===== config.mk =====
export PLATFORM = sky130hd
export DESIGN_NAME = bitset_exec
export DESIGN_NICKNAME = d
export VERILOG_FILES = /design/src/rtl/bitset_pkg.sv /design/src/rtl/bitset_addr_resolve.sv /design/src/rtl/bitset_exec.sv
export SDC_FILE = /design/constraint.sdc
export NUM_CORES = 1
export LEC_CHECK = 0
export ABC_CLOCK_PERIOD_IN_PS = 2200
export BUFFER_PORTS_ARGS = -buffer_cell sky130_fd_sc_hd__buf_2
export CORE_ASPECT_RATIO = 1.1
export CORE_MARGIN = 1
export CORE_UTILIZATION = 48
export DETAILED_ROUTE_END_ITERATION = 10
export GPL_TIMING_DRIVEN = 0
export PLACE_DENSITY = 0.73
export SLEW_MARGIN = 30
export SYNTH_ARGS = -nofsm -noshare
export SYNTH_HDL_FRONTEND = slang
export SYNTH_SLANG_ARGS = --single-unit
export TNS_END_PERCENT = 1

===== constraint.sdc =====
create_clock -name i_clk -period 2.2 [get_ports i_clk]
set_clock_uncertainty 0.2 [all_clocks]
set_input_delay 0 -clock i_clk [delete_from_list [all_inputs] [get_ports i_clk]]
set_output_delay 0 -clock i_clk [all_outputs]
set_load 0.05 [all_outputs]

===== src/rtl/bitset_pkg.sv =====
// package: encodings, widths, address map and state types of the bit-set executor
package bitset_pkg;

  // ------------------------------------------------------------
  // instruction word layout
  // ------------------------------------------------------------
  localparam int INSTR_W = 16;
  localparam logic [3:0] SET_BIT_OPCODE = 4'h8; // upper nibble of the set-bit op
  localparam int OPC_HI = 15;
  localparam int OPC_LO = 12;
  localparam int BIT_HI = 11;
  localparam int BIT_LO = 9;
  localparam int ACC_POS = 8;
  localparam int FADDR_HI = 7;
  localparam int FADDR_LO = 0;

  // ------------------------------------------------------------
  // data-space geometry
  // ------------------------------------------------------------
  localparam int DATA_W = 8;
  localparam int ADDR_W = 12;
  localparam int BANK_W = 4;
  localparam logic [7:0] ACCESS_SPLIT = 8'h60; // lower access half ends below this
  localparam logic [7:0] INDEXED_MAX = 8'h5f; // literal offsets reach this value
  localparam logic [3:0] ACCESS_LO_BANK = 4'h0; // low half of the access bank
  localparam logic [3:0] ACCESS_HI_BANK = 4'hf; // high half: special function area

  // ------------------------------------------------------------
  // types
  // ------------------------------------------------------------
  // phase of the instruction cycle, gray coded from idle through write; leaving write changes more than one bit
  typedef enum logic [2:0] {
    PH_IDLE   = 3'h0,
    PH_DECODE = 3'h1,
    PH_READ   = 3'h3,
    PH_PROC   = 3'h2,
    PH_WRITE  = 3'h6
  } phase_t;

  // decoded operand fields
  typedef struct packed {
    logic [2:0] bit_idx;
    logic access_sel;
    logic [7:0] faddr;
  } operand_t;

  // context captured with the instruction
  typedef struct packed {
    logic [BANK_W-1:0] bank;
    logic [ADDR_W-1:0] index_base;
    logic ext_en;
  } context_t;

  // register file request
  typedef struct packed {
    logic rd_en;
    logic wr_en;
    logic [ADDR_W-1:0] addr;
    logic [DATA_W-1:0] wr_data;
  } rf_req_t;

  // whole state of the executor
  typedef struct packed {
    phase_t phase;
    operand_t op;
    context_t ctx;
    logic [ADDR_W-1:0] addr;
    logic [DATA_W-1:0] data;
    logic indexed;
  } exec_state_t;

  localparam exec_state_t EXEC_RESET = '{
    phase: PH_IDLE, op: '0, ctx: '0, addr: '0, data: '0, indexed: 1'b0
  };

endpackage


===== src/rtl/bitset_addr_resolve.sv =====
// module: turns an 8-bit operand address and access flag into a full data address
`timescale 1ns/1ps
`default_nettype none
module bitset_addr_resolve
  import bitset_pkg::*;
(
  input wire logic [7:0] i_faddr,
  input wire logic i_access_sel,
  input wire logic i_ext_en,
  input wire logic [BANK_W-1:0] i_bank,
  input wire logic [ADDR_W-1:0] i_index_base,
  output logic [ADDR_W-1:0] o_addr,
  output logic o_indexed
);

  // ------------------------------------------------------------
  // address selection
  // ------------------------------------------------------------
  // purely combinational; the caller registers the result
  always_comb
  begin
    o_indexed = 1'b0;
    if (i_access_sel)
    begin
      // pointer-selected bank, default form of the op
      o_addr = {i_bank, i_faddr};
    end
    else if (i_ext_en && (i_faddr <= INDEXED_MAX))
    begin
      // literal offset from the index base; wraps in data space
      o_addr = i_index_base + {{(ADDR_W-8){1'b0}}, i_faddr};
      o_indexed = 1'b1;
    end
    else if (i_faddr < ACCESS_SPLIT)
    begin
      o_addr = {ACCESS_LO_BANK, i_faddr};
    end
    else
    begin
      o_addr = {ACCESS_HI_BANK, i_faddr};
    end
  end

endmodule
`default_nettype wire


===== src/rtl/bitset_exec.sv =====
// module: decode and execute logic for the single-word set-register-bit instruction
// Overview of operation
// - opcode 1000 sets chosen bit of register
// - access flag zero uses fixed access bank
// - access flag one uses bank pointer register
// - flag zero, extended, address <=95: indexed offset
`timescale 1ns/1ps
`default_nettype none
module bitset_exec
  import bitset_pkg::*;
#(
  parameter int P_DATA_W = DATA_W, // register width; bit index assumes eight
  parameter int P_ADDR_W = ADDR_W // data-space address width
)
(
  input wire logic i_clk,
  input wire logic i_reset,
  input wire logic i_ce,
  input wire logic i_instr_valid,
  input wire logic [INSTR_W-1:0] i_instr,
  input wire logic i_ext_enable,
  input wire logic [BANK_W-1:0] i_bank_ptr,
  input wire logic [ADDR_W-1:0] i_index_base,
  input wire logic [DATA_W-1:0] i_rd_data,
  output logic o_ready,
  output logic o_taken,
  output logic o_rd_en,
  output logic o_wr_en,
  output logic [ADDR_W-1:0] o_addr,
  output logic [DATA_W-1:0] o_wr_data,
  output logic o_indexed,
  output logic o_done
);

  // ------------------------------------------------------------
  // elaboration checks
  // ------------------------------------------------------------
  // the three-bit index and the 8+4 bit address are fixed by the encoding
  if (P_DATA_W != 8)
  begin : g_bad_data_w
    $error("bitset_exec supports only eight-bit registers");
  end
  if (P_ADDR_W != BANK_W + 8)
  begin : g_bad_addr_w
    $error("bitset_exec address width must be bank plus eight bits");
  end

  // ------------------------------------------------------------
  // helpers
  // ------------------------------------------------------------
  // one-hot mask for a bit index
  function automatic logic [DATA_W-1:0] bit_mask(input logic [2:0] idx);
    bit_mask = {{(DATA_W-1){1'b0}}, 1'b1} << idx;
  endfunction

  // opcode match for an instruction word
  function automatic logic is_set_bit_op(input logic [INSTR_W-1:0] w);
    is_set_bit_op = (w[OPC_HI:OPC_LO] == SET_BIT_OPCODE);
  endfunction

  // ------------------------------------------------------------
  // state
  // ------------------------------------------------------------
  exec_state_t st_q; // registered state
  exec_state_t st_d; // next state
  logic take; // instruction accepted this cycle
  logic [ADDR_W-1:0] res_addr; // resolved address from the decode stage
  logic res_indexed; // resolved address came from the index base
  rf_req_t req; // register file request view of the state

  // ------------------------------------------------------------
  // address resolution
  // ------------------------------------------------------------
  // fed from captured fields so a bank pointer change mid-cycle is ignored
  bitset_addr_resolve bitset_addr_resolve_i (
    .i_faddr(st_q.op.faddr),
    .i_access_sel(st_q.op.access_sel),
    .i_ext_en(st_q.ctx.ext_en),
    .i_bank(st_q.ctx.bank),
    .i_index_base(st_q.ctx.index_base),
    .o_addr(res_addr),
    .o_indexed(res_indexed)
  );

  // ------------------------------------------------------------
  // acceptance
  // ------------------------------------------------------------
  // a new word is taken while idle or in the write phase, so ops run back to back
  assign o_ready = (st_q.phase == PH_IDLE) || (st_q.phase == PH_WRITE);
  // other opcodes are left to the rest of the core and never taken here
  assign take = i_ce && o_ready && i_instr_valid && is_set_bit_op(i_instr);
  assign o_taken = take;

  // ------------------------------------------------------------
  // next-state logic
  // ------------------------------------------------------------
  always_comb
  begin
    st_d = st_q;
    case (st_q.phase)
      PH_IDLE, PH_WRITE:
      begin
        // capture fields and context together with the word
        if (take)
        begin
          st_d.phase = PH_DECODE;
          st_d.op.bit_idx = i_instr[BIT_HI:BIT_LO];
          st_d.op.access_sel = i_instr[ACC_POS];
          st_d.op.faddr = i_instr[FADDR_HI:FADDR_LO];
          st_d.ctx.bank = i_bank_ptr;
          st_d.ctx.index_base = i_index_base;
          st_d.ctx.ext_en = i_ext_enable;
        end
        else
        begin
          st_d.phase = PH_IDLE;
        end
      end
      PH_DECODE:
      begin
        // first quarter: fix the operand address
        st_d.addr = res_addr;
        st_d.indexed = res_indexed;
        st_d.phase = PH_READ;
      end
      PH_READ:
      begin
        // second quarter: register file answers in the same cycle
        st_d.data = i_rd_data;
        st_d.phase = PH_PROC;
      end
      PH_PROC:
      begin
        // third quarter: only the chosen bit changes, status is untouched
        st_d.data = st_q.data | bit_mask(st_q.op.bit_idx);
        st_d.phase = PH_WRITE;
      end
      default:
      begin
        st_d = EXEC_RESET;
      end
    endcase
  end

  // ------------------------------------------------------------
  // state register
  // ------------------------------------------------------------
  // clock enable low freezes the whole cycle in place
  always_ff @(posedge i_clk)
  begin
    if (i_reset)
    begin
      st_q <= EXEC_RESET;
    end
    else if (i_ce)
    begin
      st_q <= st_d;
    end
  end

  // ------------------------------------------------------------
  // outputs
  // ------------------------------------------------------------
  always_comb
  begin
    req.rd_en = (st_q.phase == PH_READ);
    req.wr_en = (st_q.phase == PH_WRITE);
    req.addr = st_q.addr;
    req.wr_data = st_q.data;
  end

  assign o_rd_en = req.rd_en;
  assign o_wr_en = req.wr_en;
  assign o_addr = req.addr;
  assign o_wr_data = req.wr_data;
  assign o_indexed = st_q.indexed;
  // end of the instruction cycle
  assign o_done = req.wr_en && i_ce;
endmodule
`default_nettype wire


* Word level (Yosys, flattened, before mapping) *
Cells that the tools add are included.
Widths: inputs -> output; s select.

operators by class
  add/subtract/negate cells = 1
  multiply operators = 0
  divide/modulo/power cells = 0
  magnitude comparators = 2
  eq/ne operators = 6
  shift operators = 1
  muxes and demuxes = 12
  bitwise operators = 4
  reductions and logical operators = 14

operators by type and width
  cell                 count
  $pmux 29 s2          1
  $mux 12              3
  $mux 29              1
  $pmux 12 s2          1
  $pmux 8 s3           1
  $add 12x8->12        1
  $pmux 3 s4           1
  $le 8x7->1 const B   1
  $lt 8x7->1 const B   1
  $or 8x8->8           1
  $shl 1x3->8 const A  1
  $eq 3x2->1 const B   2
  $reduce_or 3->1      2
  $logic_and 1x1->1    5
  $eq 4x4->1 const B   1
  $reduce_and 2->1     2
  $reduce_or 4->1      1
  $eq 3x1->1 const B   1
  $eq 3x3->1 const B   1
  $logic_not 3->1      1
  $mux 1               3
  $not 1->1            3
  $reduce_and 3->1     1
  $ne 2x2->1 const B   1
  3 further kinds      3

word-level totals
  register bits after elaboration = 53
  bits in latches = 0
  memory bits (writable) = 0
  bits in read-only memories = 0
  input bits = 45
  output and inout port bits = 26
  logic and storage cells = 50
  memories kept = 0

* Logic depth before layout (Yosys ltp) *
  depth after elaboration = 7
  depth in mapped cells = 8
  mapped depth without buffers = 7

* Hierarchy *
A second synthesis with hierarchy kept.

second synthesis, totals
  cell total of the unflattened synthesis = 386
  area, all modules = 3219.3 um^2

by module, submodules not included
  module               instances  cells each  area an instance (um^2)
  bitset_exec          1          291         2593.7
  bitset_addr_resolve  1          95          625.6

* Worst setup path before layout *
OpenSTA, ideal clock, no wires.

  path type = flip-flop to flip-flop
  start = reg st_q[52] (netlist name)
  end = reg st_q[22] (netlist name)
  setup time = 0.065 ns
  arrival = 2.219 ns
  setup slack = -0.284 ns
  stages on the path, launching flop included = 8
  buffers on the path = 2
  cell sequence = dfxtp_1 -> buf_2 -> xor2_1 -> nor2_1 -> and4_1 -> buf_2 -> a22oi_2 -> nor2_1

between the ends
  longest elaborated chain between the ends = 7
  elaborated cells on any way between the ends = 15
  classes of those cells = eq/ne (5); mux (1); bitwise (1); reduce/logical (8)

ends and longest elaborated chain
  what                                                  RTL line            source
  from (decl)                                           bitset_exec.sv:64   exec_state_t st_q;
  from (signal assigned)                                bitset_exec.sv:157  st_q <= st_d;
  $eq 3x3->1 / $logic_not 3->1 (equally long branches)  bitset_exec.sv:89   assign o_ready = (st_q.phase == PH_IDLE) || (st_q.phase == PH_WRITE);
  $logic_or 1x1->1 (*)                                  bitset_exec.sv:89
  via o_ready                                           bitset_exec.sv:25   output logic o_ready,
  $logic_and 1x1->1 (*) (3 in a row)                    bitset_exec.sv:91   assign take = i_ce && o_ready && i_instr_valid && is_set_bit_op(i_instr);
  via o_taken                                           bitset_exec.sv:26   output logic o_taken,
  $ne 2x2->1 (no source line) (*)                       --
  $reduce_and 3->1 (no source line) (*)                 --

Mark *: on every way through the listed nets, which the timed path passes. The rest lies on a longest branch.
A chain may end at the register's enable or synchronous reset.

* Worst setup path after layout *
  start = reg st_q[22] (netlist name)
  end = reg st_q, in the netlist o_addr[6]

between the ends
  longest elaborated chain between the ends = 4

ends and longest elaborated chain
  what           RTL line                   source
  $add 12x8->12  bitset_addr_resolve.sv:31  o_addr = i_index_base + {{(ADDR_W-8){1'b0}}, i_faddr};
  $mux 12        bitset_addr_resolve.sv:28  else if (i_ext_en && (i_faddr <= INDEXED_MAX))
  $mux 12        bitset_addr_resolve.sv:23  if (i_access_sel)
  $pmux 12 s2    bitset_exec.sv:100         case (st_q.phase)

Every way passes these cells.

==> results by group <==
Status
  • Outcome: finished clean

Critical path
  • CP max FO: 3
  • WS Path Type: reg -> reg
  • Worst Setup End Kind: register
  • CP startpoint kind: register
  • Data arrival, critical path: 2.20 ns
  • Crit path required time: approximately 2.2 ns
  • Register-to-Register Path Depth: 8

Logic synthesis
  • Simple-gate share of the synthesized area: between 15 and 20%
  • Warnings, synthesis: 0
  • Top-count cell post-synth: nor2_1
  • Share of the synthesized area in the top cell type: 37.6%
  • Post-synth top flop: dfxtp_1
  • Post-synthesis cell count: 320
  • Synth unique cells: 47
  • Post-Syn Nets: approximately 370
  • Synth Register Bits: 53
  • XOR/XNOR Fraction of Synth Area: under 10%
  • Post-synthesis mux area share: between 1.5 and 2%
  • EDFF count, synth: 0
  • Syn avg cell area: slightly below 9 um^2
  • Top post-synthesis cells by area: dfxtp_1, a22oi_1, nor2_1
  • Combinational family with the most area after synthesis: compound AO/OA/AOI/OAI gates
  • Synth top cells by count: nor2_1, dfxtp_1, a22oi_1, buf_4, a21oi_1
  • Sequential fraction of the synthesis area: between 30% and 40%
  • Synthesized area: between 2000 and 3000 um^2
  • Ys async rst share: 0%
  • Dominant cell type by area after synthesis: dfxtp_1
  • Synth Area in Adders: between 4 and 5%
  • Post-synthesis compound-gate area fraction: a little under 30%

Power
  • Power share of the clock group: about two fifths
  • Seq pwr share: 50.5%
  • Leak: approximately 1.7 nW
  • Total Power: 1.92 mW
  • Internal Pwr Total: ~1.5 mW
  • P_sw: between 0.4 and 0.5 mW
  • Peak supply drop: approximately 330 uV
  • Switching share of power: between 20% and 30%
  • Pwr dens: roughly 490 nW/um^2
  • Comb power frac: between 9 and 10%

Finish
  • Area growth from synthesis to layout: 37.6%
  • Post-Layout Cell Count: 516
  • Number of diodes: 0
  • # nets final: just under 500
  • Proportion of layout cells with a drive suffix above 1: 31.7%

Global routing
  • Vias in the first global route: between 2000 and 3000
  • GRT overflow: 0
  • GRT Overall Usage: between 20% and 30%
  • First-pass GRT wire length: approximately 12 mm
  • Initial antenna violation count: 0
  • Largest net degree at the start of global routing: 17

Timing
  • Max Clk Rate: 461 MHz
  • RSZ-0062 raised after global routing: true
  • Worst slew pin tran: 0.561 ns
  • Hold slack: roughly 0.024 ns
  • Fin worst setup slack: 0.0328 ns
  • TNS Setup: 0 ns
  • Final Max Tran Viols: 0
  • Min Tclk post-route: roughly 2.2 ns
  • Fin crit share: between 90% and 100%
  • Final hold viol count: 0
  • Final setup viols: 0
  • Relative slew slack: 62.6%

Floorplanning
  • Chip height: ~80 um
  • Starting Density: between 50% and 60%
  • Core area: approximately 5500 um^2
  • Site row count: 28
  • Die area: ~6200 um^2
  • Die width: ~75 um
  • # IOs: between 70 and 80

Place
  • # placed instances: 464
  • Dpl hpwl: about 5.3 mm
  • DP Worst Slack: -0.439 ns
  • Routability congestion estimate: 0.854
  • Port buffer count: 69

Clock tree
  • Clk Latency, worst-skew pair: between 0.3 and 0.4 ns
  • Clock Sinks: 53
  • CTS tree: done
  • CTS root buf: clkbuf_8
  • Clock Pin Slew Worst Setup and Hold Paths: roughly 0.1 ns
  • Max Buffers Root-to-Sink: 2
  • Total CTS buffers: 5
  • H-tree lvl count: 2

Drt
  • DRC Markers: 0
  • WL final: just under 8 mm
  • ANT nets after route: 0
  • Routed vias: around 2800
  • Vias per cell: roughly 5.5
  • Drt first pass iters: 5
  • Routed length per instance: around 15 um
  • First DRT Iteration DRCs: ~110

Run
  • Total of max-cap violations: 0

Worst hold path
  • Class of the worst hold path: in -> reg
  • Hold path cells: 5
## critical path: stages, from the launching register on
cell	delay (ns)
dfxtp_2	0.35
ha_4	0.17
fa_2	0.36
a21o_1	0.19
buf_4	0.14
a221oi_1	0.31
xnor2_1	0.16
nand2_1	0.07
a21oi_1	0.14
## cell type report
type                    count  area (um^2)
inverters                   6         22.5
well taps                  75         93.8
flip-flops and latches     53         1060
fillers                   450         1650
repair buffers            113          773
clock buffers               5         68.8
multi-input cells         222         1540
plain buffers              39          256
clock inverters             3         65.1
## metrics by stage
stage	utilization (%)	instance area (um^2)
6_report	70.2	3890
5_1_grt	70.2	3890
4_1_cts	70.0	3880
3_5_place_dp	59.0	3270
3_3_place_gp	59.0	3270
2_1_floorplan	-	2830
## power by group through the flow
stage                     logic (mW)  registers [mW]  clock network (mW)
after detailed placement       0.119           0.991                   0
after global placement         0.118           0.990                   0
after floorplan               0.0606           0.989                   0
after CTS                      0.172           0.968               0.784
final                          0.174           0.969               0.776
after global routing           0.190           0.969               0.816
## cells in the final DEF (no fill, tap or decap), drive strengths merged, types with 4 or more instances in the layout
cell type and n:
buf 101, nor2 56, dfxtp 53, a22oi 41, dlygate4sd3 38, a21oi 18, clkbuf 18, nand2 16
o21ai 8, ha 8, inv 6, a22o 6, a21o 5, xnor2 5, and3 4, a211oi 4
a221oi 4
## timing repair
item,in CTS,in global routing
hold buffers,38,0
endpoints found under the setup margin,4,21
pin swaps,5,2
resized for setup,12,7
setup buffers,6,0
hold endpoints to repair,39,0
## path summary, 6_finish.rpt
path	end	startpoint	slack, ns
hold reg to reg	st_q[34]	st_q[34]	0.31
hold / removal	st_q[50]	i_instr[12]	0.02
setup / recovery	o_addr[6]	st_q[22]	0.03
setup reg to reg	o_addr[6]	st_q[22]	0.03
## per-layer routing
layer  part of all wire, %  wire length [um]  up-vias  GRT usage [%]
met3                   4.9               383       11           4.98
met1                    43              3370     1325           29.7
li1                      -                 -     1389              -
met4                   1.2                91        0           8.33
met2                    50              3910       96           48.3
met5                     0                 0        -              0
## cell families after synthesis
family,Yosys count
fa+ha+maj,10
mux,4
flops,53
compound gates,105
simple gates,95
xor+xnor,8
buf+inv,45
## flip-flops by register name (all words and copies together), names as in the netlist
register   count
o_addr        12
st_q          32
o_indexed      1
o_wr_data      8
Power figures use the tool's default switching activity.
